**src/logic/tims_pkg.sv**
```systemverilog
/*
 * package for the timer interrupt mask/status block: register offsets,
 * field positions and reset values.
 * assumes a plain word-addressed register port with byte offsets.
 */
package tims_pkg;
    localparam logic [7:0] OFF_ENABLE_MASK = 8'h18;
    localparam logic [7:0] OFF_RAW_FLAGS = 8'h1c;
    localparam logic [7:0] OFF_MASKED_FLAGS = 8'h20;
    localparam logic [7:0] OFF_CLEAR_REG = 8'h24;
    localparam int BIT_CNTA_TIMEOUT = 0;
    localparam int BIT_CAPA_MATCH = 1;
    localparam int BIT_CAPA_EVENT = 2;
    localparam int BIT_CLOCK_EVENT = 3;
    localparam int BIT_CNTB_TIMEOUT = 8;
    localparam int BIT_CAPB_MATCH = 9;
    localparam int BIT_CAPB_EVENT = 10;
    localparam logic [10:0] IMPL_BITS = 11'h70f;
    localparam logic [10:0] MASK_RESET = 11'h000;
    localparam logic [10:0] RAW_RESET = 11'h000;
endpackage

```
**src/logic/tims_irq.sv**
```systemverilog
/*
 * interrupt enable mask, raw flags and masked flags of the timer module.
 * assumes event inputs are one-cycle pulses synchronous to clock_i and
 * a register master that never issues read and write together.
 */
// The implementer's own choice: the plain strobed port.
module tims_irq (
    // clock and reset
    input wire logic clock_i,
    input wire logic rstn_i,
    // register port
    input wire logic [7:0] addr_i,
    input wire logic [31:0] wdata_i,
    input wire logic wr_i,
    input wire logic rd_i,
    output logic [31:0] rdata_o,
    // event sources, one-cycle pulses
    input wire logic cnta_timeout_i,
    input wire logic capa_match_i,
    input wire logic capa_event_i,
    input wire logic clock_event_i,
    input wire logic cntb_timeout_i,
    input wire logic capb_match_i,
    input wire logic capb_event_i,
    // controller-level interrupt
    output logic irq_o
);
    logic rst_sync1_r;
    logic rst_sync2_r;
    logic [10:0] timer_irq_enable_mask_r;
    logic [10:0] timer_irq_raw_flags_r;
    logic [10:0] events;
    logic [10:0] clear_bits;
    logic [10:0] masked;
    logic mask_wr;

    // register decode, shared by the write paths and the checks; the read mux cases on addr_i itself
    function automatic logic reg_hit(input logic [7:0] addr, input logic [7:0] offset);
        reg_hit = (addr == offset);
    endfunction

    // pad an 11-bit field image to the bus word; reserved bits read zero
    function automatic logic [31:0] widen(input logic [10:0] field);
        widen = {21'h0, field};
    endfunction

    // next raw image: clear first, then set, so a same-cycle event survives
    function automatic logic [10:0] flag_next(input logic [10:0] cur, input logic [10:0] clr,
                                              input logic [10:0] set);
        flag_next = (cur & ~clr) | set;
    endfunction

    // reset released through two flops
    always_ff @(posedge clock_i or negedge rstn_i) begin
        if (!rstn_i) begin
            rst_sync1_r <= 1'b0;
            rst_sync2_r <= 1'b0;
        end else begin
            rst_sync1_r <= 1'b1;
            rst_sync2_r <= rst_sync1_r;
        end
    end

    // event vector in register bit order
    always_comb begin
        events = 11'h000;
        events[tims_pkg::BIT_CNTA_TIMEOUT] = cnta_timeout_i;
        events[tims_pkg::BIT_CAPA_MATCH] = capa_match_i;
        events[tims_pkg::BIT_CAPA_EVENT] = capa_event_i;
        events[tims_pkg::BIT_CLOCK_EVENT] = clock_event_i;
        events[tims_pkg::BIT_CNTB_TIMEOUT] = cntb_timeout_i;
        events[tims_pkg::BIT_CAPB_MATCH] = capb_match_i;
        events[tims_pkg::BIT_CAPB_EVENT] = capb_event_i;
    end

    assign clear_bits = (wr_i && reg_hit(addr_i, tims_pkg::OFF_CLEAR_REG)) ?
                        (wdata_i[10:0] & tims_pkg::IMPL_BITS) : 11'h000;
    assign masked = timer_irq_raw_flags_r & timer_irq_enable_mask_r;
    // mask write strobe, decoded once
    assign mask_wr = wr_i && reg_hit(addr_i, tims_pkg::OFF_ENABLE_MASK);

    // mask register; reserved bits never stored
    always_ff @(posedge clock_i or negedge rst_sync2_r) begin
        if (!rst_sync2_r) begin
            timer_irq_enable_mask_r <= tims_pkg::MASK_RESET;
        end else if (mask_wr) begin
            timer_irq_enable_mask_r <= wdata_i[10:0] & tims_pkg::IMPL_BITS;
        end
    end

    // raw flags; set wins over a same-cycle clear
    always_ff @(posedge clock_i or negedge rst_sync2_r) begin
        if (!rst_sync2_r) begin
            timer_irq_raw_flags_r <= tims_pkg::RAW_RESET;
        end else begin
            timer_irq_raw_flags_r <= flag_next(timer_irq_raw_flags_r, clear_bits, events);
        end
    end

    // read data, valid only the cycle after the strobe
    always_ff @(posedge clock_i or negedge rst_sync2_r) begin
        if (!rst_sync2_r) begin
            rdata_o <= 32'h0000_0000;
        end else if (rd_i) begin
            unique case (addr_i)
                tims_pkg::OFF_ENABLE_MASK: rdata_o <= widen(timer_irq_enable_mask_r);
                tims_pkg::OFF_RAW_FLAGS: rdata_o <= widen(timer_irq_raw_flags_r);
                tims_pkg::OFF_MASKED_FLAGS: rdata_o <= widen(masked);
                default: rdata_o <= 32'h0000_0000;
            endcase
        end else begin
            rdata_o <= 32'h0000_0000;
        end
    end

    // interrupt output registered to keep it glitch free
    always_ff @(posedge clock_i or negedge rst_sync2_r) begin
        if (!rst_sync2_r) begin
            irq_o <= 1'b0;
        end else begin
            irq_o <= |masked;
        end
    end

    AST_RAW_SET: assert property (@(posedge clock_i) disable iff (!rst_sync2_r)
        capb_event_i |=> timer_irq_raw_flags_r[10]) else $error("raw flag not set");
    AST_CLR: assert property (@(posedge clock_i) disable iff (!rst_sync2_r)
        (clear_bits[0] && !cnta_timeout_i) |=> !timer_irq_raw_flags_r[0])
        else $error("flag not cleared");
    AST_HOLD: assert property (@(posedge clock_i) disable iff (!rst_sync2_r)
        (!clear_bits[1]) |=> (timer_irq_raw_flags_r[1] || !$past(timer_irq_raw_flags_r[1])))
        else $error("flag lost");
    AST_IRQ: assert property (@(posedge clock_i) disable iff (!rst_sync2_r)
        (|masked) |=> irq_o) else $error("irq missing");
    AST_MASKOFF: assert property (@(posedge clock_i) disable iff (!rst_sync2_r)
        (timer_irq_enable_mask_r == 11'h000) |=> !irq_o) else $error("masked irq seen");
    AST_RD_RAW: assert property (@(posedge clock_i) disable iff (!rst_sync2_r)
        (rd_i && addr_i == tims_pkg::OFF_RAW_FLAGS)
        |=> rdata_o == {21'h0, $past(timer_irq_raw_flags_r)}) else $error("raw read bad");
    AST_RD_MIS: assert property (@(posedge clock_i) disable iff (!rst_sync2_r)
        (rd_i && addr_i == tims_pkg::OFF_MASKED_FLAGS)
        |=> rdata_o == {21'h0, $past(masked)}) else $error("masked read bad");
    AST_RSVD: assert property (@(posedge clock_i) disable iff (!rst_sync2_r)
        rdata_o[31:11] == 21'h0 && rdata_o[7:4] == 4'h0) else $error("reserved set");
    AST_MASK_WR: assert property (@(posedge clock_i) disable iff (!rst_sync2_r)
        (wr_i && addr_i == tims_pkg::OFF_ENABLE_MASK)
        |=> timer_irq_enable_mask_r == ($past(wdata_i[10:0]) & tims_pkg::IMPL_BITS))
        else $error("mask write bad");

    // every source sets its own flag, mask never consulted
    AST_SET_CNTA: assert property (@(posedge clock_i) disable iff (!rst_sync2_r)
        cnta_timeout_i |=> timer_irq_raw_flags_r[tims_pkg::BIT_CNTA_TIMEOUT])
        else $error("counter A flag not set");
    AST_SET_CAPAM: assert property (@(posedge clock_i) disable iff (!rst_sync2_r)
        capa_match_i |=> timer_irq_raw_flags_r[tims_pkg::BIT_CAPA_MATCH])
        else $error("capture A match flag not set");
    AST_SET_CAPAE: assert property (@(posedge clock_i) disable iff (!rst_sync2_r)
        capa_event_i |=> timer_irq_raw_flags_r[tims_pkg::BIT_CAPA_EVENT])
        else $error("capture A event flag not set");
    AST_SET_CLK: assert property (@(posedge clock_i) disable iff (!rst_sync2_r)
        clock_event_i |=> timer_irq_raw_flags_r[tims_pkg::BIT_CLOCK_EVENT])
        else $error("clock event flag not set");
    AST_SET_CNTB: assert property (@(posedge clock_i) disable iff (!rst_sync2_r)
        cntb_timeout_i |=> timer_irq_raw_flags_r[tims_pkg::BIT_CNTB_TIMEOUT])
        else $error("counter B flag not set");
    AST_SET_CAPBM: assert property (@(posedge clock_i) disable iff (!rst_sync2_r)
        capb_match_i |=> timer_irq_raw_flags_r[tims_pkg::BIT_CAPB_MATCH])
        else $error("capture B match flag not set");

    // a one in the clear word drops the flag unless its event repeats
    AST_CLR_CAPAM: assert property (@(posedge clock_i) disable iff (!rst_sync2_r)
        (clear_bits[1] && !capa_match_i) |=> !timer_irq_raw_flags_r[1])
        else $error("capture A match flag not cleared");
    AST_CLR_CAPAE: assert property (@(posedge clock_i) disable iff (!rst_sync2_r)
        (clear_bits[2] && !capa_event_i) |=> !timer_irq_raw_flags_r[2])
        else $error("capture A event flag not cleared");
    AST_CLR_CLK: assert property (@(posedge clock_i) disable iff (!rst_sync2_r)
        (clear_bits[3] && !clock_event_i) |=> !timer_irq_raw_flags_r[3])
        else $error("clock event flag not cleared");
    AST_CLR_CNTB: assert property (@(posedge clock_i) disable iff (!rst_sync2_r)
        (clear_bits[8] && !cntb_timeout_i) |=> !timer_irq_raw_flags_r[8])
        else $error("counter B flag not cleared");
    AST_CLR_CAPBM: assert property (@(posedge clock_i) disable iff (!rst_sync2_r)
        (clear_bits[9] && !capb_match_i) |=> !timer_irq_raw_flags_r[9])
        else $error("capture B match flag not cleared");
    AST_CLR_CAPBE: assert property (@(posedge clock_i) disable iff (!rst_sync2_r)
        (clear_bits[10] && !capb_event_i) |=> !timer_irq_raw_flags_r[10])
        else $error("capture B event flag not cleared");

    // each enable bit follows its write data bit
    AST_MW_CNTA: assert property (@(posedge clock_i) disable iff (!rst_sync2_r)
        mask_wr |=> timer_irq_enable_mask_r[0] == $past(wdata_i[0]))
        else $error("mask bit 0 write lost");
    AST_MW_CAPAM: assert property (@(posedge clock_i) disable iff (!rst_sync2_r)
        mask_wr |=> timer_irq_enable_mask_r[1] == $past(wdata_i[1]))
        else $error("mask bit 1 write lost");
    AST_MW_CAPAE: assert property (@(posedge clock_i) disable iff (!rst_sync2_r)
        mask_wr |=> timer_irq_enable_mask_r[2] == $past(wdata_i[2]))
        else $error("mask bit 2 write lost");
    AST_MW_CLK: assert property (@(posedge clock_i) disable iff (!rst_sync2_r)
        mask_wr |=> timer_irq_enable_mask_r[3] == $past(wdata_i[3]))
        else $error("mask bit 3 write lost");
    AST_MW_CNTB: assert property (@(posedge clock_i) disable iff (!rst_sync2_r)
        mask_wr |=> timer_irq_enable_mask_r[8] == $past(wdata_i[8]))
        else $error("mask bit 8 write lost");
    AST_MW_CAPBM: assert property (@(posedge clock_i) disable iff (!rst_sync2_r)
        mask_wr |=> timer_irq_enable_mask_r[9] == $past(wdata_i[9]))
        else $error("mask bit 9 write lost");
    AST_MW_CAPBE: assert property (@(posedge clock_i) disable iff (!rst_sync2_r)
        mask_wr |=> timer_irq_enable_mask_r[10] == $past(wdata_i[10]))
        else $error("mask bit 10 write lost");

    // an enabled, set flag reaches the interrupt one cycle later
    AST_RT_CNTA: assert property (@(posedge clock_i) disable iff (!rst_sync2_r)
        (timer_irq_raw_flags_r[0] && timer_irq_enable_mask_r[0]) |=> irq_o)
        else $error("counter A irq not routed");
    AST_RT_CAPAM: assert property (@(posedge clock_i) disable iff (!rst_sync2_r)
        (timer_irq_raw_flags_r[1] && timer_irq_enable_mask_r[1]) |=> irq_o)
        else $error("capture A match irq not routed");
    AST_RT_CAPAE: assert property (@(posedge clock_i) disable iff (!rst_sync2_r)
        (timer_irq_raw_flags_r[2] && timer_irq_enable_mask_r[2]) |=> irq_o)
        else $error("capture A event irq not routed");
    AST_RT_CLK: assert property (@(posedge clock_i) disable iff (!rst_sync2_r)
        (timer_irq_raw_flags_r[3] && timer_irq_enable_mask_r[3]) |=> irq_o)
        else $error("clock event irq not routed");
    AST_RT_CNTB: assert property (@(posedge clock_i) disable iff (!rst_sync2_r)
        (timer_irq_raw_flags_r[8] && timer_irq_enable_mask_r[8]) |=> irq_o)
        else $error("counter B irq not routed");
    AST_RT_CAPBM: assert property (@(posedge clock_i) disable iff (!rst_sync2_r)
        (timer_irq_raw_flags_r[9] && timer_irq_enable_mask_r[9]) |=> irq_o)
        else $error("capture B match irq not routed");
    AST_RT_CAPBE: assert property (@(posedge clock_i) disable iff (!rst_sync2_r)
        (timer_irq_raw_flags_r[10] && timer_irq_enable_mask_r[10]) |=> irq_o)
        else $error("capture B event irq not routed");

    // set beats a same-cycle clear; nothing but the clear word drops a flag
    AST_SET_WINS: assert property (@(posedge clock_i) disable iff (!rst_sync2_r)
        (events != 11'h000) |=> ((timer_irq_raw_flags_r & $past(events)) == $past(events)))
        else $error("event lost to clear");
    AST_CLR_ZERO: assert property (@(posedge clock_i) disable iff (!rst_sync2_r)
        (wr_i && reg_hit(addr_i, tims_pkg::OFF_CLEAR_REG) && wdata_i[10:0] == 11'h000)
        |=> (($past(timer_irq_raw_flags_r) & ~timer_irq_raw_flags_r) == 11'h000))
        else $error("zero clear dropped a flag");
    AST_KEEP: assert property (@(posedge clock_i) disable iff (!rst_sync2_r)
        (clear_bits == 11'h000)
        |=> (($past(timer_irq_raw_flags_r) & ~timer_irq_raw_flags_r) == 11'h000))
        else $error("flag dropped without clear");
    AST_RAW_RO: assert property (@(posedge clock_i) disable iff (!rst_sync2_r)
        (wr_i && reg_hit(addr_i, tims_pkg::OFF_RAW_FLAGS))
        |=> (($past(timer_irq_raw_flags_r) & ~timer_irq_raw_flags_r) == 11'h000))
        else $error("raw flags written");

    // mask only moves on its own write; reserved bits never stored
    AST_MASK_HOLD: assert property (@(posedge clock_i) disable iff (!rst_sync2_r)
        !mask_wr |=> $stable(timer_irq_enable_mask_r))
        else $error("mask changed without write");
    AST_MASK_RSVD: assert property (@(posedge clock_i) disable iff (!rst_sync2_r)
        (timer_irq_enable_mask_r & ~tims_pkg::IMPL_BITS) == 11'h000)
        else $error("reserved mask bit stored");
    AST_RAW_RSVD: assert property (@(posedge clock_i) disable iff (!rst_sync2_r)
        (timer_irq_raw_flags_r & ~tims_pkg::IMPL_BITS) == 11'h000)
        else $error("reserved raw bit stored");

    // read port: data only in the cycle after the strobe
    AST_RD_MASK: assert property (@(posedge clock_i) disable iff (!rst_sync2_r)
        (rd_i && reg_hit(addr_i, tims_pkg::OFF_ENABLE_MASK))
        |=> rdata_o == widen($past(timer_irq_enable_mask_r))) else $error("mask read bad");
    AST_RD_IDLE: assert property (@(posedge clock_i) disable iff (!rst_sync2_r)
        !rd_i |=> rdata_o == 32'h0000_0000)
        else $error("read data without strobe");
    AST_RD_CLR: assert property (@(posedge clock_i) disable iff (!rst_sync2_r)
        (rd_i && reg_hit(addr_i, tims_pkg::OFF_CLEAR_REG)) |=> rdata_o == 32'h0000_0000)
        else $error("clear word readable");

    // interrupt and masked view track the flags
    AST_IRQ_LOW: assert property (@(posedge clock_i) disable iff (!rst_sync2_r)
        (masked == 11'h000) |=> !irq_o)
        else $error("irq without masked flag");
    AST_IRQ_FOLLOW: assert property (@(posedge clock_i) disable iff (!rst_sync2_r)
        irq_o |-> $past(|masked))
        else $error("irq not from masked flags");
    AST_MASKED_CLR: assert property (@(posedge clock_i) disable iff (!rst_sync2_r)
        (clear_bits != 11'h000) |=> ((masked & $past(clear_bits) & ~$past(events)) == 11'h000))
        else $error("masked flag survived clear");
endmodule // tims_irq

```
**config.mk**
```make
export PLATFORM = sky130hd
export DESIGN_NAME = tims_irq
export DESIGN_NICKNAME = d
export VERILOG_FILES = /design/src/logic/tims_pkg.sv /design/src/logic/tims_irq.sv
export SDC_FILE = /design/constraint.sdc
export NUM_CORES = 1
export LEC_CHECK = 0
export BUFFER_PORTS_ARGS = -buffer_cell sky130_fd_sc_hd__buf_2
export CORE_MARGIN = 1
export CORE_UTILIZATION = 43
export CTS_CLUSTER_DIAMETER = 60
export DETAILED_ROUTE_END_ITERATION = 12
export PLACE_DENSITY = 0.79
export SLEW_MARGIN = 15
export SYNTH_ARGS = -nofsm -noshare
export SYNTH_HDL_FRONTEND = slang
export SYNTH_SLANG_ARGS = --single-unit
```
**constraint.sdc**
```tcl
create_clock -name clock_i -period 1 [get_ports clock_i]
set_clock_uncertainty 0.1 [all_clocks]
set_input_delay 0.25 -clock clock_i [delete_from_list [all_inputs] [get_ports clock_i]]
set_output_delay 0.25 -clock clock_i [all_outputs]
set_load 0.01 [all_outputs]
```
==> flow_summary.toml <==
[timing]
period_share_pct = 118
setup_viol_count_final = 29
maxSlewViolCount = 0
period_minus_slack_ns = 1.18
fin_ws_ns = -0.176
rsz0062_at_grt = "yes"
hold_viol = 0
fmax_mhz = 850

[detailed_routing]
wire_per_inst_microns = 12.4
drt_iter0_drc = 20
antenna_left = 0
avgViaCountPerCell = 4.78
drt-total-wl_microns = 2820
route.detailed.drc = 0
dr.pass1.iters = 4
routed-via-count = 1089

[synth]
async_reset_ff_share_pct = 100
synth_top_area_cell = "dfrtp_1"
syn_area_per_cell_sq_um = 10.8
yosysMostFrequentCell = "buf_4"
synth_edf_count = 0
yosys_warnings = 0
synth_area_sq_um = 1370
yosysUniqueCellTypes = 24
ys_seq_area_share_pct = 43.8
synth_area_leaders = "dfrtp_1, buf_4, mux2_2"
synth_cells = 127
synthDominantCellAreaShare_pct = 43.8
synth_commonest_cells = "buf_4, dfrtp_1, nand3_1"
ys_ff_latch = 24
ys.flop_type = "dfrtp_1"

[global_routing]
use_met2_pct = 31.5
grt_antenna_before_repair = 0
grt_util_met1_pct = 23.9
busiest_layer = "met2"
grt_start_max_net_pins = 23
grt_pass1_vias = 1042
grt_pass1_wl_microns = 4720
track_usage_pct = 18.4
use_met3_pct = 1.32
grt_overflow_total = 0

[die]
fp.dieArea_sq_um = 3420
die_w_microns = 58.5
core_sq_um = 3030
die_h_microns = 58.5
ios = 84
start_util_pct = 45.3
num_rows = 20

[clock_tree]
cts_sinks = 24
clockRootBuffer = "clkbuf_4"
cts_buffers = 3
cts_max_level = 1
path_clk_slew_ns = 0.13
clock_latency_ns = 0.31
tritoncts = "built"
clk_path_buf_depth = 2

[worst_setup_path]
cp_max_fo = 1
cp.buffers_inverters = 1
r2r-end = "irq_o"
critPathArrivalTime_ns = 0.83
worst-path-stages = 1
crit_chain = "buf_2"
cpPeakStageDelay_ns = 0.38
regToRegSetupSlack_ns = -0.10
slowest_stage = "dfrtp_1"
r2r_start = "timer_irq_raw_flags_r[9]"
criticalPathCategory = "flop to primary output"
end_kind = "primary output"
critPathRequiredTime_ns = 0.65
critPathTopFamily = "flip-flops"
start_kind = "flop"
r2r_cells = 2

[finish]
post-route-util_pct = 59.3
syn_to_final_growth_pct = 30.9
design_area_sq_um = 1800
fin_nets = 236
final_cells = 228
layout-drive-gt1-share_pct = 46.7
antenna_cells = 0
fillers = 260

[run_status]
status = "finished with violations"
violations = "negative setup slack"

[min_path]
whs_path_depth = 2
worstHoldStart = "clock_event_i"
min_path_type = "primary input to flop"
hold_end = "timer_irq_raw_flags_r[3]"

[run]
max_cap_viol_count = 0

[power]
ir_drop_mv = 0.484
p_leak_nw = 0.858
total_power_mw = 1.85
p_per_area_nw_per_um2 = 1030

[place]
placed_cells = 217
place.gp.congestion = 0.817
dpl_cell_area_sq_um = 1640
hpwl_microns = 2200
port_buffers = 33
-- per-layer routing --
layer	wire length, microns	up-vias	part of all wire [%]
met5	0	-	0
met3	103	2	3.7
met2	1500	39	53
met4	27	0	0.96
met1	1190	526	42
li1	-	522	-
-- where the power goes --
group	switching [mW]	internal, mW	leakage, nW	total, mW
combinational	0.177	0.154	0.546	0.331
sequential	0.0147	0.998	0.292	1.01
clock	0.280	0.222	0.0210	0.502
total	0.471	1.37	0.858	1.85
-- cell type report --
type	instances	area (sq um)	area share, %
multi-input combinational	96	697	38.8
clock buffer	4	36.3	2.02
sequential	24	601	33.4
timing repair buffer	60	407	22.6
tap	44	55.1	3.07
-- logic make-up (layout without fill, tap and decap cells) --
logic type / Yosys count / count (layout) / share of synthesized area [%]
and+or+nand+nor: 39 / 39 / 22.7
buffers and inverters: 31 / 64 / 16.0
AOI/OAI and AO/OA: 24 / 24 / 10.9
DFF: 24 / 24 / 43.8
muxes: 7 / 7 / 6.02
other: 2 / 26 / 0.548
-- registers in the layout (all words and copies together), names as in the netlist --
| register | flops |
|---|---|
| rst_sync2_r | 1 |
| rdata_o | 7 |
| timer_irq_raw_flags_r | 7 |
| rst_sync1_r | 1 |
| irq_o | 1 |
| timer_irq_enable_mask_r | 7 |
-- stage by stage --
step / setup slack (ns) / TNS, ns / hold WS (ns)
floorplan: -0.301 / -4.79 / -0.146
global placement: -0.449 / -8.33 / -0.0660
detailed placement: -0.494 / -9.05 / -0.0634
CTS: -0.191 / -2.97 / 0.00888
global route: -0.227 / -4.11 / 0.00510
finish: -0.176 / -2.81 / 0.0214
-- how the worst max path moves through the flow --
stage                startpoint                    endpoint  slack, ns
floorplan             addr_i[7]  timer_irq_enable_mask_r[9]      -0.30
global placement      addr_i[7]  timer_irq_enable_mask_r[9]      -0.45
detailed placement    addr_i[7]  timer_irq_enable_mask_r[9]      -0.49
CTS                  rdata_o[0]                  rdata_o[0]      -0.19
global route        rdata_o[10]                 rdata_o[10]      -0.23
finish               rdata_o[9]                  rdata_o[9]      -0.18
-- cells in the final DEF (no fill, tap or decap) --
master         synthesis  routed
buf_2                  1      31
conb_1                 2      26
dfrtp_1               24      24
buf_4                 27      18
nand3_1                8       8
and2_1                 7       7
nand4_1                7       7
a21o_1                 7       7
mux2_2                 6       6
dlygate4sd3_1          0       6
and4bb_2               5       5
nor2b_1                5       5
o21ai_2                0       5
a21oi_2                0       5
buf_6                  0       5
clkbuf_4               0       3
a21oi_1                7       2
nand4b_1               2       2
o22ai_2                0       2
a22oi_1                2       2
and3b_1                1       1
nor4_4                 1       1
nand2_4                0       1
nor3b_2                1       1
a222oi_1               1       1
nand4b_4               1       1
mux2_4                 1       1
clkbuf_8               0       1
-- repair_timing --
action | in CTS | in global routing
pin swaps | 5 | 3
hold endpoints to repair | 5 | 2
endpoints found under the setup margin | 30 | 30
hold buffers | 4 | 2
gates cloned | 0 | 0
resized for setup | 11 | 4
setup buffers | 0 | 1
(Power assumes the default switching activity.)
